[src/shared/gp_pkg.sv]
// Constants for the eight-pin general purpose port.
// Assumes a 32-bit Avalon-MM slave, one word per register.
package gp_pkg;
  localparam int GP_AW = 8;
  localparam int GP_DW = 32;
  // Register byte offsets
  localparam logic [7:0] GP_DIR = 8'h00;
  localparam logic [7:0] GP_DIRSET = 8'h04;
  localparam logic [7:0] GP_DIRCLR = 8'h08;
  localparam logic [7:0] GP_DIRTGL = 8'h0c;
  localparam logic [7:0] GP_OUT = 8'h10;
  localparam logic [7:0] GP_OUTSET = 8'h14;
  localparam logic [7:0] GP_OUTCLR = 8'h18;
  localparam logic [7:0] GP_OUTTGL = 8'h1c;
  localparam logic [7:0] GP_IN = 8'h20;
  localparam logic [7:0] GP_INTCTRL = 8'h24;
  localparam logic [7:0] GP_INT0MASK = 8'h28;
  localparam logic [7:0] GP_INT1MASK = 8'h2c;
  localparam logic [7:0] GP_INTFLAGS = 8'h30;
  localparam logic [7:0] GP_MPCMASK = 8'h34;
  localparam logic [7:0] GP_PINCFG_MULTI = 8'h38;
  localparam logic [7:0] GP_CTRL = 8'h3c;
  localparam logic [7:0] GP_PINCFG0 = 8'h40;
  localparam logic [7:0] GP_VDIR = 8'h80;
  localparam logic [7:0] GP_VOUT = 8'h84;
  localparam logic [7:0] GP_VIN = 8'h88;
  localparam logic [7:0] GP_VFLAGS = 8'h8c;
  // Pin configuration fields
  localparam int GP_SENSE_LSB = 0;
  localparam int GP_DRV_LSB = 2;
  localparam int GP_INV_BIT = 5;
  localparam int GP_CFG_W = 6;
  // Control register bits
  localparam int GP_CTRL_EVOUT = 0;
  localparam int GP_CTRL_CLKOUT = 1;
  localparam int GP_SPECIAL_PIN = 7;
  // Reset values
  localparam logic [7:0] GP_RST_BYTE = 8'h00;
  localparam logic [5:0] GP_RST_CFG = 6'h00;
  localparam logic [31:0] GP_RD_ZERO = 32'h0000_0000;
  typedef enum logic [1:0] {
    GP_SENSE_BOTH = 2'h0,
    GP_SENSE_RISE = 2'h1,
    GP_SENSE_FALL = 2'h2,
    GP_SENSE_LOW = 2'h3
  } gp_sense_type;
  typedef enum logic [2:0] {
    GP_DRV_TOTEM = 3'h0,
    GP_DRV_KEEP = 3'h1,
    GP_DRV_PDN = 3'h2,
    GP_DRV_PUP = 3'h3,
    GP_DRV_WOR = 3'h4,
    GP_DRV_WAND = 3'h5
  } gp_drive_type;
endpackage : gp_pkg

[src/hdl/gp_port.sv]
// Eight-pin general purpose port with sensing and two interrupts.
// Assumes one clock, synchronous reset, Avalon-MM register access;
// pads and pad-side pulls are resolved outside this module.
//
// Implementation choices: the register addresses and the Avalon-MM register port.
`timescale 1ns/1ns
`default_nettype none

// Notes on behaviour
// - Eight pins, 0 to 7, each individually input or output.
// - Input inversion flips pad value before the readable pin value.
// - Output inversion flips output register value before the pad.
// - Inversion also applies to alternate-function drive and sampling.
// - Bus-keeper weakly holds last pad level, up after 1, down after 0.
// - Per-pin drive: totem, pull-up, pull-down, wired-AND, wired-OR, keeper.
// - Sensing synchronous with port clock running, otherwise asynchronous; here always sampled on clk, port_clk_on only gates wake.
// - Inversion applied before edge or level detection.
// - Every sense configuration can raise an asynchronous wake request.
// - Two interrupt outputs, each with its own priority level.
// - Each interrupt has its own per-pin source mask.
// - Interrupt raised when an unmasked pin meets its sense condition.
// - Toggle, clear and set locations for output and direction.
// - One configuration write may configure several selected pins.
// - Event channel 0 may be routed out on pin 7.
// - A clock signal may be driven out on a port pin.
// - Enabled alternate function takes the pin over from port registers; here the CTRL clock and event outputs on pin 7 still win over it.
// - Port registers mirrored as virtual port words for single-bit access.
// - Any reset puts all pins in high impedance immediately; here the reset is synchronous and takes effect at the next clock edge.
module gp_port #(
  parameter int NPINS = 8
) (
  // Clock and reset
  input wire logic clk,
  input wire logic rst,
  // Register bus
  input wire logic [gp_pkg::GP_AW-1:0] address,
  input wire logic read,
  input wire logic write,
  input wire logic [gp_pkg::GP_DW-1:0] writedata,
  output logic [gp_pkg::GP_DW-1:0] readdata,
  output logic waitrequest,
  // Pads
  input wire logic [NPINS-1:0] pad_i,
  output logic [NPINS-1:0] pad_o,
  output logic [NPINS-1:0] pad_oe_n,
  output logic [NPINS-1:0] pull_up,
  output logic [NPINS-1:0] pull_dn,
  // Alternate functions and system
  input wire logic [NPINS-1:0] alt_en,
  input wire logic [NPINS-1:0] alt_o,
  input wire logic [NPINS-1:0] alt_oe,
  output logic [NPINS-1:0] alt_i,
  input wire logic ev0_i,
  input wire logic port_clk_on,
  // Interrupts and wake
  output logic irq0,
  output logic irq1,
  output logic [1:0] irq0_lvl,
  output logic [1:0] irq1_lvl,
  output logic wake
);
  import gp_pkg::*;

  logic [NPINS-1:0] dir_q, out_q, m0_q, m1_q, mpc_q;
  logic [3:0] intctrl_q;
  logic [1:0] flags_q, ctrl_q;
  logic [GP_CFG_W-1:0] cfg_q [NPINS];
  logic [NPINS-1:0] s1_q, s2_q, vprev_q, hit;
  logic [NPINS-1:0] v_in, inv;
  logic [NPINS-1:0] po_d, oen_d, pu_d, pd_d;
  logic wait_q, wr_ok, clk_div_q, wake_q, irq0_q, irq1_q;
  logic [GP_DW-1:0] rd_q, rd_d;
  logic [7:0] wb;

  assign wb = writedata[7:0];
  // Write takes effect only at the edge where waitrequest is low
  assign wr_ok = write && !wait_q;

  // One wait state per access, answer registered
  always_ff @(posedge clk) begin
    if (rst) begin
      wait_q <= 1'b1;
    end else begin
      wait_q <= !((read || write) && wait_q);
    end
  end

  always_ff @(posedge clk) begin
    if (rst) begin
      rd_q <= GP_RD_ZERO;
    end else if (read && wait_q) begin
      rd_q <= rd_d;
    end
  end

  always_comb begin
    rd_d = GP_RD_ZERO;
    unique case (address)
      GP_DIR, GP_VDIR: rd_d[7:0] = dir_q;
      GP_OUT, GP_VOUT: rd_d[7:0] = out_q;
      GP_IN, GP_VIN: rd_d[7:0] = v_in;
      GP_INTCTRL: rd_d[3:0] = intctrl_q;
      GP_INT0MASK: rd_d[7:0] = m0_q;
      GP_INT1MASK: rd_d[7:0] = m1_q;
      GP_INTFLAGS, GP_VFLAGS: rd_d[1:0] = flags_q;
      GP_MPCMASK: rd_d[7:0] = mpc_q;
      GP_CTRL: rd_d[1:0] = ctrl_q;
      default: begin
        for (int i = 0; i < NPINS; i++) begin
          if (address == GP_PINCFG0 + 8'(4 * i)) begin
            rd_d[GP_CFG_W-1:0] = cfg_q[i];
          end
        end
      end
    endcase
  end

  // Direction with set, clear and toggle aliases
  always_ff @(posedge clk) begin
    if (rst) begin
      dir_q <= GP_RST_BYTE;
    end else if (wr_ok) begin
      unique case (address)
        GP_DIR, GP_VDIR: dir_q <= wb;
        GP_DIRSET: dir_q <= dir_q | wb;
        GP_DIRCLR: dir_q <= dir_q & ~wb;
        GP_DIRTGL: dir_q <= dir_q ^ wb;
        default: dir_q <= dir_q;
      endcase
    end
  end

  // Output value with set, clear and toggle aliases
  always_ff @(posedge clk) begin
    if (rst) begin
      out_q <= GP_RST_BYTE;
    end else if (wr_ok) begin
      unique case (address)
        GP_OUT, GP_VOUT: out_q <= wb;
        GP_OUTSET: out_q <= out_q | wb;
        GP_OUTCLR: out_q <= out_q & ~wb;
        GP_OUTTGL: out_q <= out_q ^ wb;
        default: out_q <= out_q;
      endcase
    end
  end

  // Masks, priorities and control
  always_ff @(posedge clk) begin
    if (rst) begin
      m0_q <= GP_RST_BYTE;
      m1_q <= GP_RST_BYTE;
      mpc_q <= GP_RST_BYTE;
      intctrl_q <= 4'h0;
      ctrl_q <= 2'h0;
    end else if (wr_ok) begin
      if (address == GP_INT0MASK) m0_q <= wb;
      if (address == GP_INT1MASK) m1_q <= wb;
      if (address == GP_MPCMASK) mpc_q <= wb;
      if (address == GP_INTCTRL) intctrl_q <= wb[3:0];
      if (address == GP_CTRL) ctrl_q <= wb[1:0];
    end
  end

  // Pin configuration, single or several pins per write
  always_ff @(posedge clk) begin
    if (rst) begin
      for (int i = 0; i < NPINS; i++) cfg_q[i] <= GP_RST_CFG;
    end else if (wr_ok) begin
      for (int i = 0; i < NPINS; i++) begin
        if (address == GP_PINCFG0 + 8'(4 * i)) begin
          cfg_q[i] <= writedata[GP_CFG_W-1:0];
        end else if (address == GP_PINCFG_MULTI && mpc_q[i]) begin
          cfg_q[i] <= writedata[GP_CFG_W-1:0];
        end
      end
    end
  end

  // Pad synchroniser and sense history
  always_ff @(posedge clk) begin
    if (rst) begin
      s1_q <= GP_RST_BYTE;
      s2_q <= GP_RST_BYTE;
      vprev_q <= GP_RST_BYTE;
    end else begin
      s1_q <= pad_i;
      s2_q <= s1_q;
      vprev_q <= v_in;
    end
  end

  // Clock out runs at half the port clock
  always_ff @(posedge clk) begin
    if (rst) begin
      clk_div_q <= 1'b0;
    end else begin
      clk_div_q <= !clk_div_q;
    end
  end

  // Per-pin sensing and drive
  for (genvar p = 0; p < NPINS; p++) begin : g_pin
    gp_sense_type sn;
    gp_drive_type dv;
    logic val, en, v;
    assign sn = gp_sense_type'(cfg_q[p][GP_SENSE_LSB +: 2]);
    assign dv = gp_drive_type'(cfg_q[p][GP_DRV_LSB +: 3]);
    assign inv[p] = cfg_q[p][GP_INV_BIT];
    assign v_in[p] = s2_q[p] ^ inv[p];

    always_comb begin
      unique case (sn)
        GP_SENSE_BOTH: hit[p] = v_in[p] ^ vprev_q[p];
        GP_SENSE_RISE: hit[p] = v_in[p] && !vprev_q[p];
        GP_SENSE_FALL: hit[p] = !v_in[p] && vprev_q[p];
        GP_SENSE_LOW: hit[p] = !v_in[p];
      endcase
    end

    always_comb begin
      if (p == GP_SPECIAL_PIN && ctrl_q[GP_CTRL_CLKOUT]) begin
        val = clk_div_q;
        en = 1'b1;
      end else if (p == GP_SPECIAL_PIN && ctrl_q[GP_CTRL_EVOUT]) begin
        val = ev0_i;
        en = 1'b1;
      end else if (alt_en[p]) begin
        val = alt_o[p];
        en = alt_oe[p];
      end else begin
        val = out_q[p];
        en = dir_q[p];
      end
      v = val ^ inv[p];
      po_d[p] = v;
      oen_d[p] = !en;
      pu_d[p] = 1'b0;
      pd_d[p] = 1'b0;
      unique case (dv)
        GP_DRV_PUP: pu_d[p] = !en;
        GP_DRV_PDN: pd_d[p] = !en;
        GP_DRV_KEEP: begin
          pu_d[p] = !en && s2_q[p];
          pd_d[p] = !en && !s2_q[p];
        end
        GP_DRV_WOR: begin
          oen_d[p] = !(en && v);
          pd_d[p] = !(en && v);
        end
        GP_DRV_WAND: begin
          oen_d[p] = !(en && !v);
          pu_d[p] = !(en && !v);
        end
        default: begin
          oen_d[p] = !en;
        end
      endcase
    end

    // Keeper must follow the synchronised level, never the raw pad
    a_keep_pull: assert property (@(posedge clk) disable iff (rst)
      dv == GP_DRV_KEEP && !en |=> pull_up[p] == $past(s2_q[p]) && pull_dn[p] == !$past(s2_q[p]))
      else $error("bus keeper level wrong");
    // Wired-OR may only ever drive a one
    a_wor_release: assert property (@(posedge clk) disable iff (rst)
      dv == GP_DRV_WOR && !v |=> pad_oe_n[p] && pull_dn[p])
      else $error("wired-OR drove a low");
  end

  // Pad outputs, released to high impedance by reset
  always_ff @(posedge clk) begin
    if (rst) begin
      pad_o <= GP_RST_BYTE;
      pad_oe_n <= ~GP_RST_BYTE;
      pull_up <= GP_RST_BYTE;
      pull_dn <= GP_RST_BYTE;
      alt_i <= GP_RST_BYTE;
    end else begin
      pad_o <= po_d;
      pad_oe_n <= oen_d;
      pull_up <= pu_d;
      pull_dn <= pd_d;
      alt_i <= v_in;
    end
  end

  // Sticky flags; a new hit beats a same-cycle clear
  always_ff @(posedge clk) begin
    if (rst) begin
      flags_q <= 2'h0;
    end else begin
      for (int k = 0; k < 2; k++) begin
        if (|(hit & (k == 0 ? m0_q : m1_q))) begin
          flags_q[k] <= 1'b1;
        end else if (wr_ok && (address == GP_INTFLAGS || address == GP_VFLAGS)
                     && wb[k]) begin
          flags_q[k] <= 1'b0;
        end
      end
    end
  end

  // Level zero means the interrupt is off
  always_ff @(posedge clk) begin
    if (rst) begin
      irq0_q <= 1'b0;
      irq1_q <= 1'b0;
      wake_q <= 1'b0;
    end else begin
      irq0_q <= flags_q[0] && (intctrl_q[1:0] != 2'h0);
      irq1_q <= flags_q[1] && (intctrl_q[3:2] != 2'h0);
      // Clock stopped: the hit is carried out as a wake request
      wake_q <= !port_clk_on && |(hit & (m0_q | m1_q));
    end
  end

  always_comb begin
    readdata = rd_q;
    waitrequest = wait_q;
    irq0 = irq0_q;
    irq1 = irq1_q;
    irq0_lvl = intctrl_q[1:0];
    irq1_lvl = intctrl_q[3:2];
    wake = wake_q;
  end

  a_wait_one: assert property (@(posedge clk) disable iff (rst)
    (read || write) && wait_q |=> !wait_q ##1 wait_q)
    else $error("waitrequest not a single low cycle");
  a_dirset_ok: assert property (@(posedge clk) disable iff (rst)
    wr_ok && address == GP_DIRSET |=> dir_q == ($past(dir_q) | $past(wb)))
    else $error("direction set wrong");
  a_outclr_ok: assert property (@(posedge clk) disable iff (rst)
    wr_ok && address == GP_OUTCLR |=> out_q == ($past(out_q) & ~$past(wb)))
    else $error("output clear wrong");
  a_outtgl_ok: assert property (@(posedge clk) disable iff (rst)
    wr_ok && address == GP_OUTTGL |=> out_q == ($past(out_q) ^ $past(wb)))
    else $error("output toggle wrong");
  a_sync_two: assert property (@(posedge clk) disable iff (rst)
    1'b1 |-> ##2 s2_q == $past(pad_i, 2))
    else $error("synchroniser depth wrong");
  a_flag_set: assert property (@(posedge clk) disable iff (rst)
    |(hit & m0_q) |=> flags_q[0] ##1 irq0 || intctrl_q[1:0] == 2'h0)
    else $error("interrupt 0 not raised");
  a_rst_hiz: assert property (@(posedge clk)
    rst |=> pad_oe_n == 8'hff)
    else $error("pins not released in reset");
  a_in_inv: assert property (@(posedge clk) disable iff (rst)
    read && wait_q && address == GP_IN |=> readdata[7:0] == $past(s2_q ^ inv))
    else $error("pin value not inverted");
  a_wake_async: assert property (@(posedge clk) disable iff (rst)
    !port_clk_on && |(hit & m1_q) |=> wake)
    else $error("wake missing");
  a_multi_cfg: assert property (@(posedge clk) disable iff (rst)
    wr_ok && address == GP_PINCFG_MULTI && mpc_q[0]
    |=> cfg_q[0] == $past(writedata[GP_CFG_W-1:0]))
    else $error("multi-pin configuration missed");
  // Pin 7 routing: event level, or a clock that flips every edge
  a_ev_out: assert property (@(posedge clk) disable iff (rst)
    ctrl_q[GP_CTRL_EVOUT] && !ctrl_q[GP_CTRL_CLKOUT]
    |=> pad_o[GP_SPECIAL_PIN] == $past(ev0_i ^ inv[GP_SPECIAL_PIN]))
    else $error("event output on pin 7 wrong");
  a_clk_out: assert property (@(posedge clk) disable iff (rst)
    ctrl_q[GP_CTRL_CLKOUT] && $stable(ctrl_q) && $stable(inv)
    |=> pad_o[GP_SPECIAL_PIN] != $past(pad_o[GP_SPECIAL_PIN]))
    else $error("clock output on pin 7 not toggling");
  c_irq1: cover property (@(posedge clk) disable iff (rst) irq1);
  c_wake: cover property (@(posedge clk) disable iff (rst) wake);
  c_clk_out: cover property (@(posedge clk) disable iff (rst)
    ctrl_q[GP_CTRL_CLKOUT] ##1 ctrl_q[GP_CTRL_CLKOUT]);
  c_keeper: cover property (@(posedge clk) disable iff (rst)
    pull_up != 8'h00 && pull_dn != 8'h00);
  c_multi: cover property (@(posedge clk) disable iff (rst)
    wr_ok && address == GP_PINCFG_MULTI && mpc_q != 8'h00);
endmodule : gp_port

`default_nettype wire

[config.mk]
export PLATFORM = sky130hd
export DESIGN_NAME = gp_port
export DESIGN_NICKNAME = d
export VERILOG_FILES = /design/src/shared/gp_pkg.sv /design/src/hdl/gp_port.sv
export SDC_FILE = /design/constraint.sdc
export NUM_CORES = 1
export LEC_CHECK = 0
export BUFFER_PORTS_ARGS = -buffer_cell sky130_fd_sc_hd__buf_2
export CAP_MARGIN = 0
export CORE_MARGIN = 2
export CORE_UTILIZATION = 55
export DETAILED_ROUTE_END_ITERATION = 12
export GPL_TIMING_DRIVEN = 0
export PLACE_DENSITY = 0.81
export SLEW_MARGIN = 10
export SYNTH_ARGS = -nofsm -noshare
export SYNTH_HDL_FRONTEND = slang
export SYNTH_SLANG_ARGS = --single-unit
[constraint.sdc]
create_clock -name clk -period 3.7 [get_ports clk]
set_input_delay 0.555 -clock clk [delete_from_list [all_inputs] [get_ports clk]]
set_output_delay 0.555 -clock clk [all_outputs]
set_load 0.01 [all_outputs]
Word level (Yosys, flattened, before mapping) --
Memories as Yosys holds them, arrays and structs flattened. Cells that the tools add are included.
Storage, ports and cells: register bits after elaboration 117, memory bits (writable) 48, bits of input ports 78, output and inout bits 80, logic and storage cells 483, memories kept 1
Cells by class: equality and inequality tests 91, mux-type cells 160, bitwise operators 51, reductions and logical operators 158
Memories:
- cfg_q | depth 8, width 6, read ports 8, clocked after memory_dff 0, wr ports 8, line gp_port.sv:67 | logic [GP_CFG_W-1:0] cfg_q [NPINS];
Operators with widths (count):
- two-way mux 6 bit | 24
- two-way mux 1 bit | 98
- logical AND 1 bit | 65
- == test 8 x 6 -> 1 bit, second input constant | 8
- == test 8 x 7 -> 1 bit, second input constant | 8
- one-hot mux 8 bit (4 select lines) | 2
- zero test 1 bit | 60
- == test 3 x 2 -> 1 bit, second input constant | 16
- == test 3 bit, second input constant | 16
- one-hot mux 1 bit (3 select lines) | 16
- AND 8 bit | 5
- == test 2 bit, second input constant | 16
- == test 8 x 5 -> 1 bit, second input constant | 4
- == test 8 bit, second input constant | 4
- one-hot mux 1 bit (4 select lines) | 8
- == test 3 x 1 -> 1 bit, second input constant | 8
- OR 8 bit | 3
- OR reduction 8 bit | 3
- XOR 1 bit | 24
- one-hot mux 2 bit (9 select lines) | 1
- == test 2 x 1 -> 1 bit, second input constant | 8
- == test 8 x 4 -> 1 bit, second input constant | 2
- zero test 2 bit | 8
- OR 1 bit | 16
- other kinds (15) | 37

Logic depth before layout (Yosys ltp) --
depth in word-level cells 10, gate-level depth with buffers 8, depth with buffers taken out 8

Worst setup path before layout --
OpenSTA, ideal clock, no wires.
kind in2reg, start input port address[5] in the netlist's numbering, end memory cfg_q[4][0] (netlist: cfg_q[1][0]), enable pin, setup time 377 ps, data arrival time 2471 ps, required time 3323 ps, slack 851 ps, cell stages on the path 6, path buffers 2, cells stage by stage buf_2 > nor3b_1 > and3_1 > clkbuf_1 > a22oi_1 > o21ai_0
RTL lines:
- start, declared | line gp_port.sv:36 | input wire logic [gp_pkg::GP_AW-1:0] address,
- end, declared | line gp_port.sv:67

==> results.txt <==
Fin Hold WS = 0.3254 ns
r2r startpoint = waitrequest
Max Cap Viol = 0
leakage power = 4.101 nW
switch share = 28.21%
DRT iter0 DRCs = 1313
synthesized area per cell = 9.025 um^2
worst reg2reg path depth = 5
kind of critical path = input port to flip-flop
Sw Pwr = 1.177 mW
Post-CTS Resized = 0
skew final = 0.01317 ns
Die Ht = 133.7 um
hold path depth = 2
XOR/XNOR Fraction of Synth Area = 2.462%
GRT Overall Usage = 33.98%
cells along the critical path = buf_2 -> buf_2 -> nor3b_1 -> and3_1 -> clkbuf_1 -> a22oi_1 -> o21ai_0
Worst Hold Class = input port to flip-flop
IO Count = 158
gate count of the mapped netlist = 1025
post-synthesis mux area share = 3.192%
Synth area leader = dfxtp_1
Post-CTS Setup Inserts = 0
area delta synth->final = 15.34%
total clock buffers created by CTS = 17
Post-Synth Adder-Cell Area = 6.493%
RSZ-0062 raised after global routing = false
Final setup viols = 0
largest net degree at the start of global routing = 17
Synth Area in Compound Gates = 19.45%
delay-heaviest family, CP = simple AND/OR/NAND/NOR gates
Die Wd = 133.7 um
Clock Latency Late Sink = 0.44 ns
Wirelength per Cell = 21.64 um
Yosys top cell area share = 25.32%
Clock Power Share = 40.5%
CTS Buffer Depth = 2
Worst Setup SP = address[5]
clock tree from TritonCTS = yes
Final Hold Viols = 0
asr flop ratio synth = 0%
layout cells sized above 1 = 16.75%
Worst path max stage delay = 0.89 ns
Fmax = 0.2950 GHz
CORE AREA = 16520 um^2
startpoint types = input port
P_int = 2.994 mW
EDFF count, synth = 48
synth top area cells = dfxtp_1 (25%), edfxtp_1 (16%), ha_1 (6.5%)
GRT overflow = 0
count leader, synth = dfxtp_1
Slowest-stage cell, CP = nor3b_1
CP Max Fanout = 10
vias in the first global route = 7914
final wirelength = 30340 um
Vias = 8850
cts hold-fix bufs = 0
# H-tree levels = 4
Slew @ Worst Pin = 1.096 ns
Simple-Gate Fraction of Synth Area = 20.70%
outcome = finished clean
register bit total from synthesis = 165
synth warn = 0
crit path capture type = flip-flop
relative slew slack = 26.77%
Reg power frac = 47.2%
Critical Path AT = 3.45 ns
Synth top cells by count = dfxtp_1 (117), a21oi_1 (89), nand2_1 (82)
Initial Utilization = 55.98%
Clock transition at path regs = 0.07 ns
Seq/Total Area, Yosys = 40.90%
HPWL after DPL = 22330 um
Pwr Total = 4.171 mW
fin crit share = 91.63%
max-slew violation count = 0
Initial DRT Pass Iterations = 6
Post-route DRC = 0
Cell variety after synth = 75
post-DR vias/cell = 6.312
WP data required = 3.76 ns
Final Wtd Congestion = 1.128
top_reg_cell synth = dfxtp_1
CP Depth = 7
diodes inserted = 0
cell with the most instances on the worst path = buf_2
post-synthesis cell area = 9250 um^2
Bufs and invs on worst path = 3
post-route ant nets = 0
combinational power share = 12.4%
largest family of logic cells by synthesized area = simple AND/OR/NAND/NOR gates
hold path start = pad_i[7]
pwr dens = 391.0 nW/um^2
die area = 17870 um^2
worst vdd ir = 354.3 uV
initial antenna violation count = 0
Cell Rows = 47
Final #Nets = 1295
first-pass GRT wire length = 45570 um
Root Buffer Master = clkbuf_16
clock sinks = 165
I/O Buffers = 102
post-layout min period = 3.390 ns
[logic make-up (layout without fill, tap and decap cells)]
group                    count (synthesis)  after routing
flip-flops                             165            165
AO/OA/AOI/OAI                          264            264
adder cells (fa/ha/maj)                 48             48
multiplexers                            25             25
AND/OR/NAND/NOR                        361            361
other                                    1             24
buffers and inverters                  135            269
XOR/XNOR                                26             26
[power groups by stage]
stage	Clock [mW]	Sequential, mW	Combinational [mW]
after floorplan	0	2.01	0.304
after global placement	0	2.00	0.487
after detailed placement	0	2.01	0.499
after CTS	1.68	1.97	0.503
after global routing	1.75	1.97	0.551
final	1.69	1.97	0.515
[registers in the layout, indices dropped and copies added (netlist names), 2 cells and up]
register,cells
alt_i,8
cfg_q,48
ctrl_q,2
dir_q,8
flags_q,2
intctrl_q,4
m0_q,8
m1_q,8
mpc_q,8
out_q,8
pad_o,8
pad_oe_n,8
pull_dn,8
pull_up,8
readdata,8
s1_q,8
s2_q,8
[final timing paths]
path | end | slack (ns)
hold / removal | s1_q[7] | 0.33
hold reg to reg | clk_div_q | 0.44
setup / recovery | cfg_q[1][9] | 0.31
setup reg to reg | cfg_q[1][12] | 0.97
[metal layers]
layer  vias to the layer above  wire, um  GRT usage [%]  part of all wire (%)
li1                       3941         -              -                     -
met1                      4165     11620          45.34                    38
met2                       615     13500          53.32                    45
met3                       129      3662          6.773                    12
met4                         0      1554          15.90                   5.1
met5                         -         0              0                     0
[layout make-up]
type	instances	area (um^2)
fill	1353	5856
multi-input combinational	748	4935
sequential	165	3784
timing repair buffer	102	510.5
clock buffer	20	446.7
buffer	80	419.2
tap	220	275.3
inverter	55	206.4
clock inverter	12	92.59
[per-stage QoR]
stage	setup slack [ns]	util, %	setup TNS (ns)	cell area [um^2]	std cells
4_1_cts	0.4230	64.56	0	10670	1402
6_report	0.3098	64.56	0	10670	1402
2_1_floorplan	0.8513	-	0	9336	1048
3_5_place_dp	-0.03230	61.30	-0.1927	10130	1370
5_1_grt	0.1132	64.56	0	10670	1402
3_3_place_gp	0.03848	61.26	0	10120	1370
[placed cells by master, fill, tap and decap left out, types with 31 or more instances in the layout]
cell        n
dfxtp_1   117
buf_2     113
a21oi_1    89
nand2_1    82
nor2_1     75
inv_1      48
ha_1       48
edfxtp_1   48
nor2b_1    39
clkbuf_1   38
nor3_1     38
nand3_1    35
o21ai_0    31
Power figures use the tool's default switching activity.
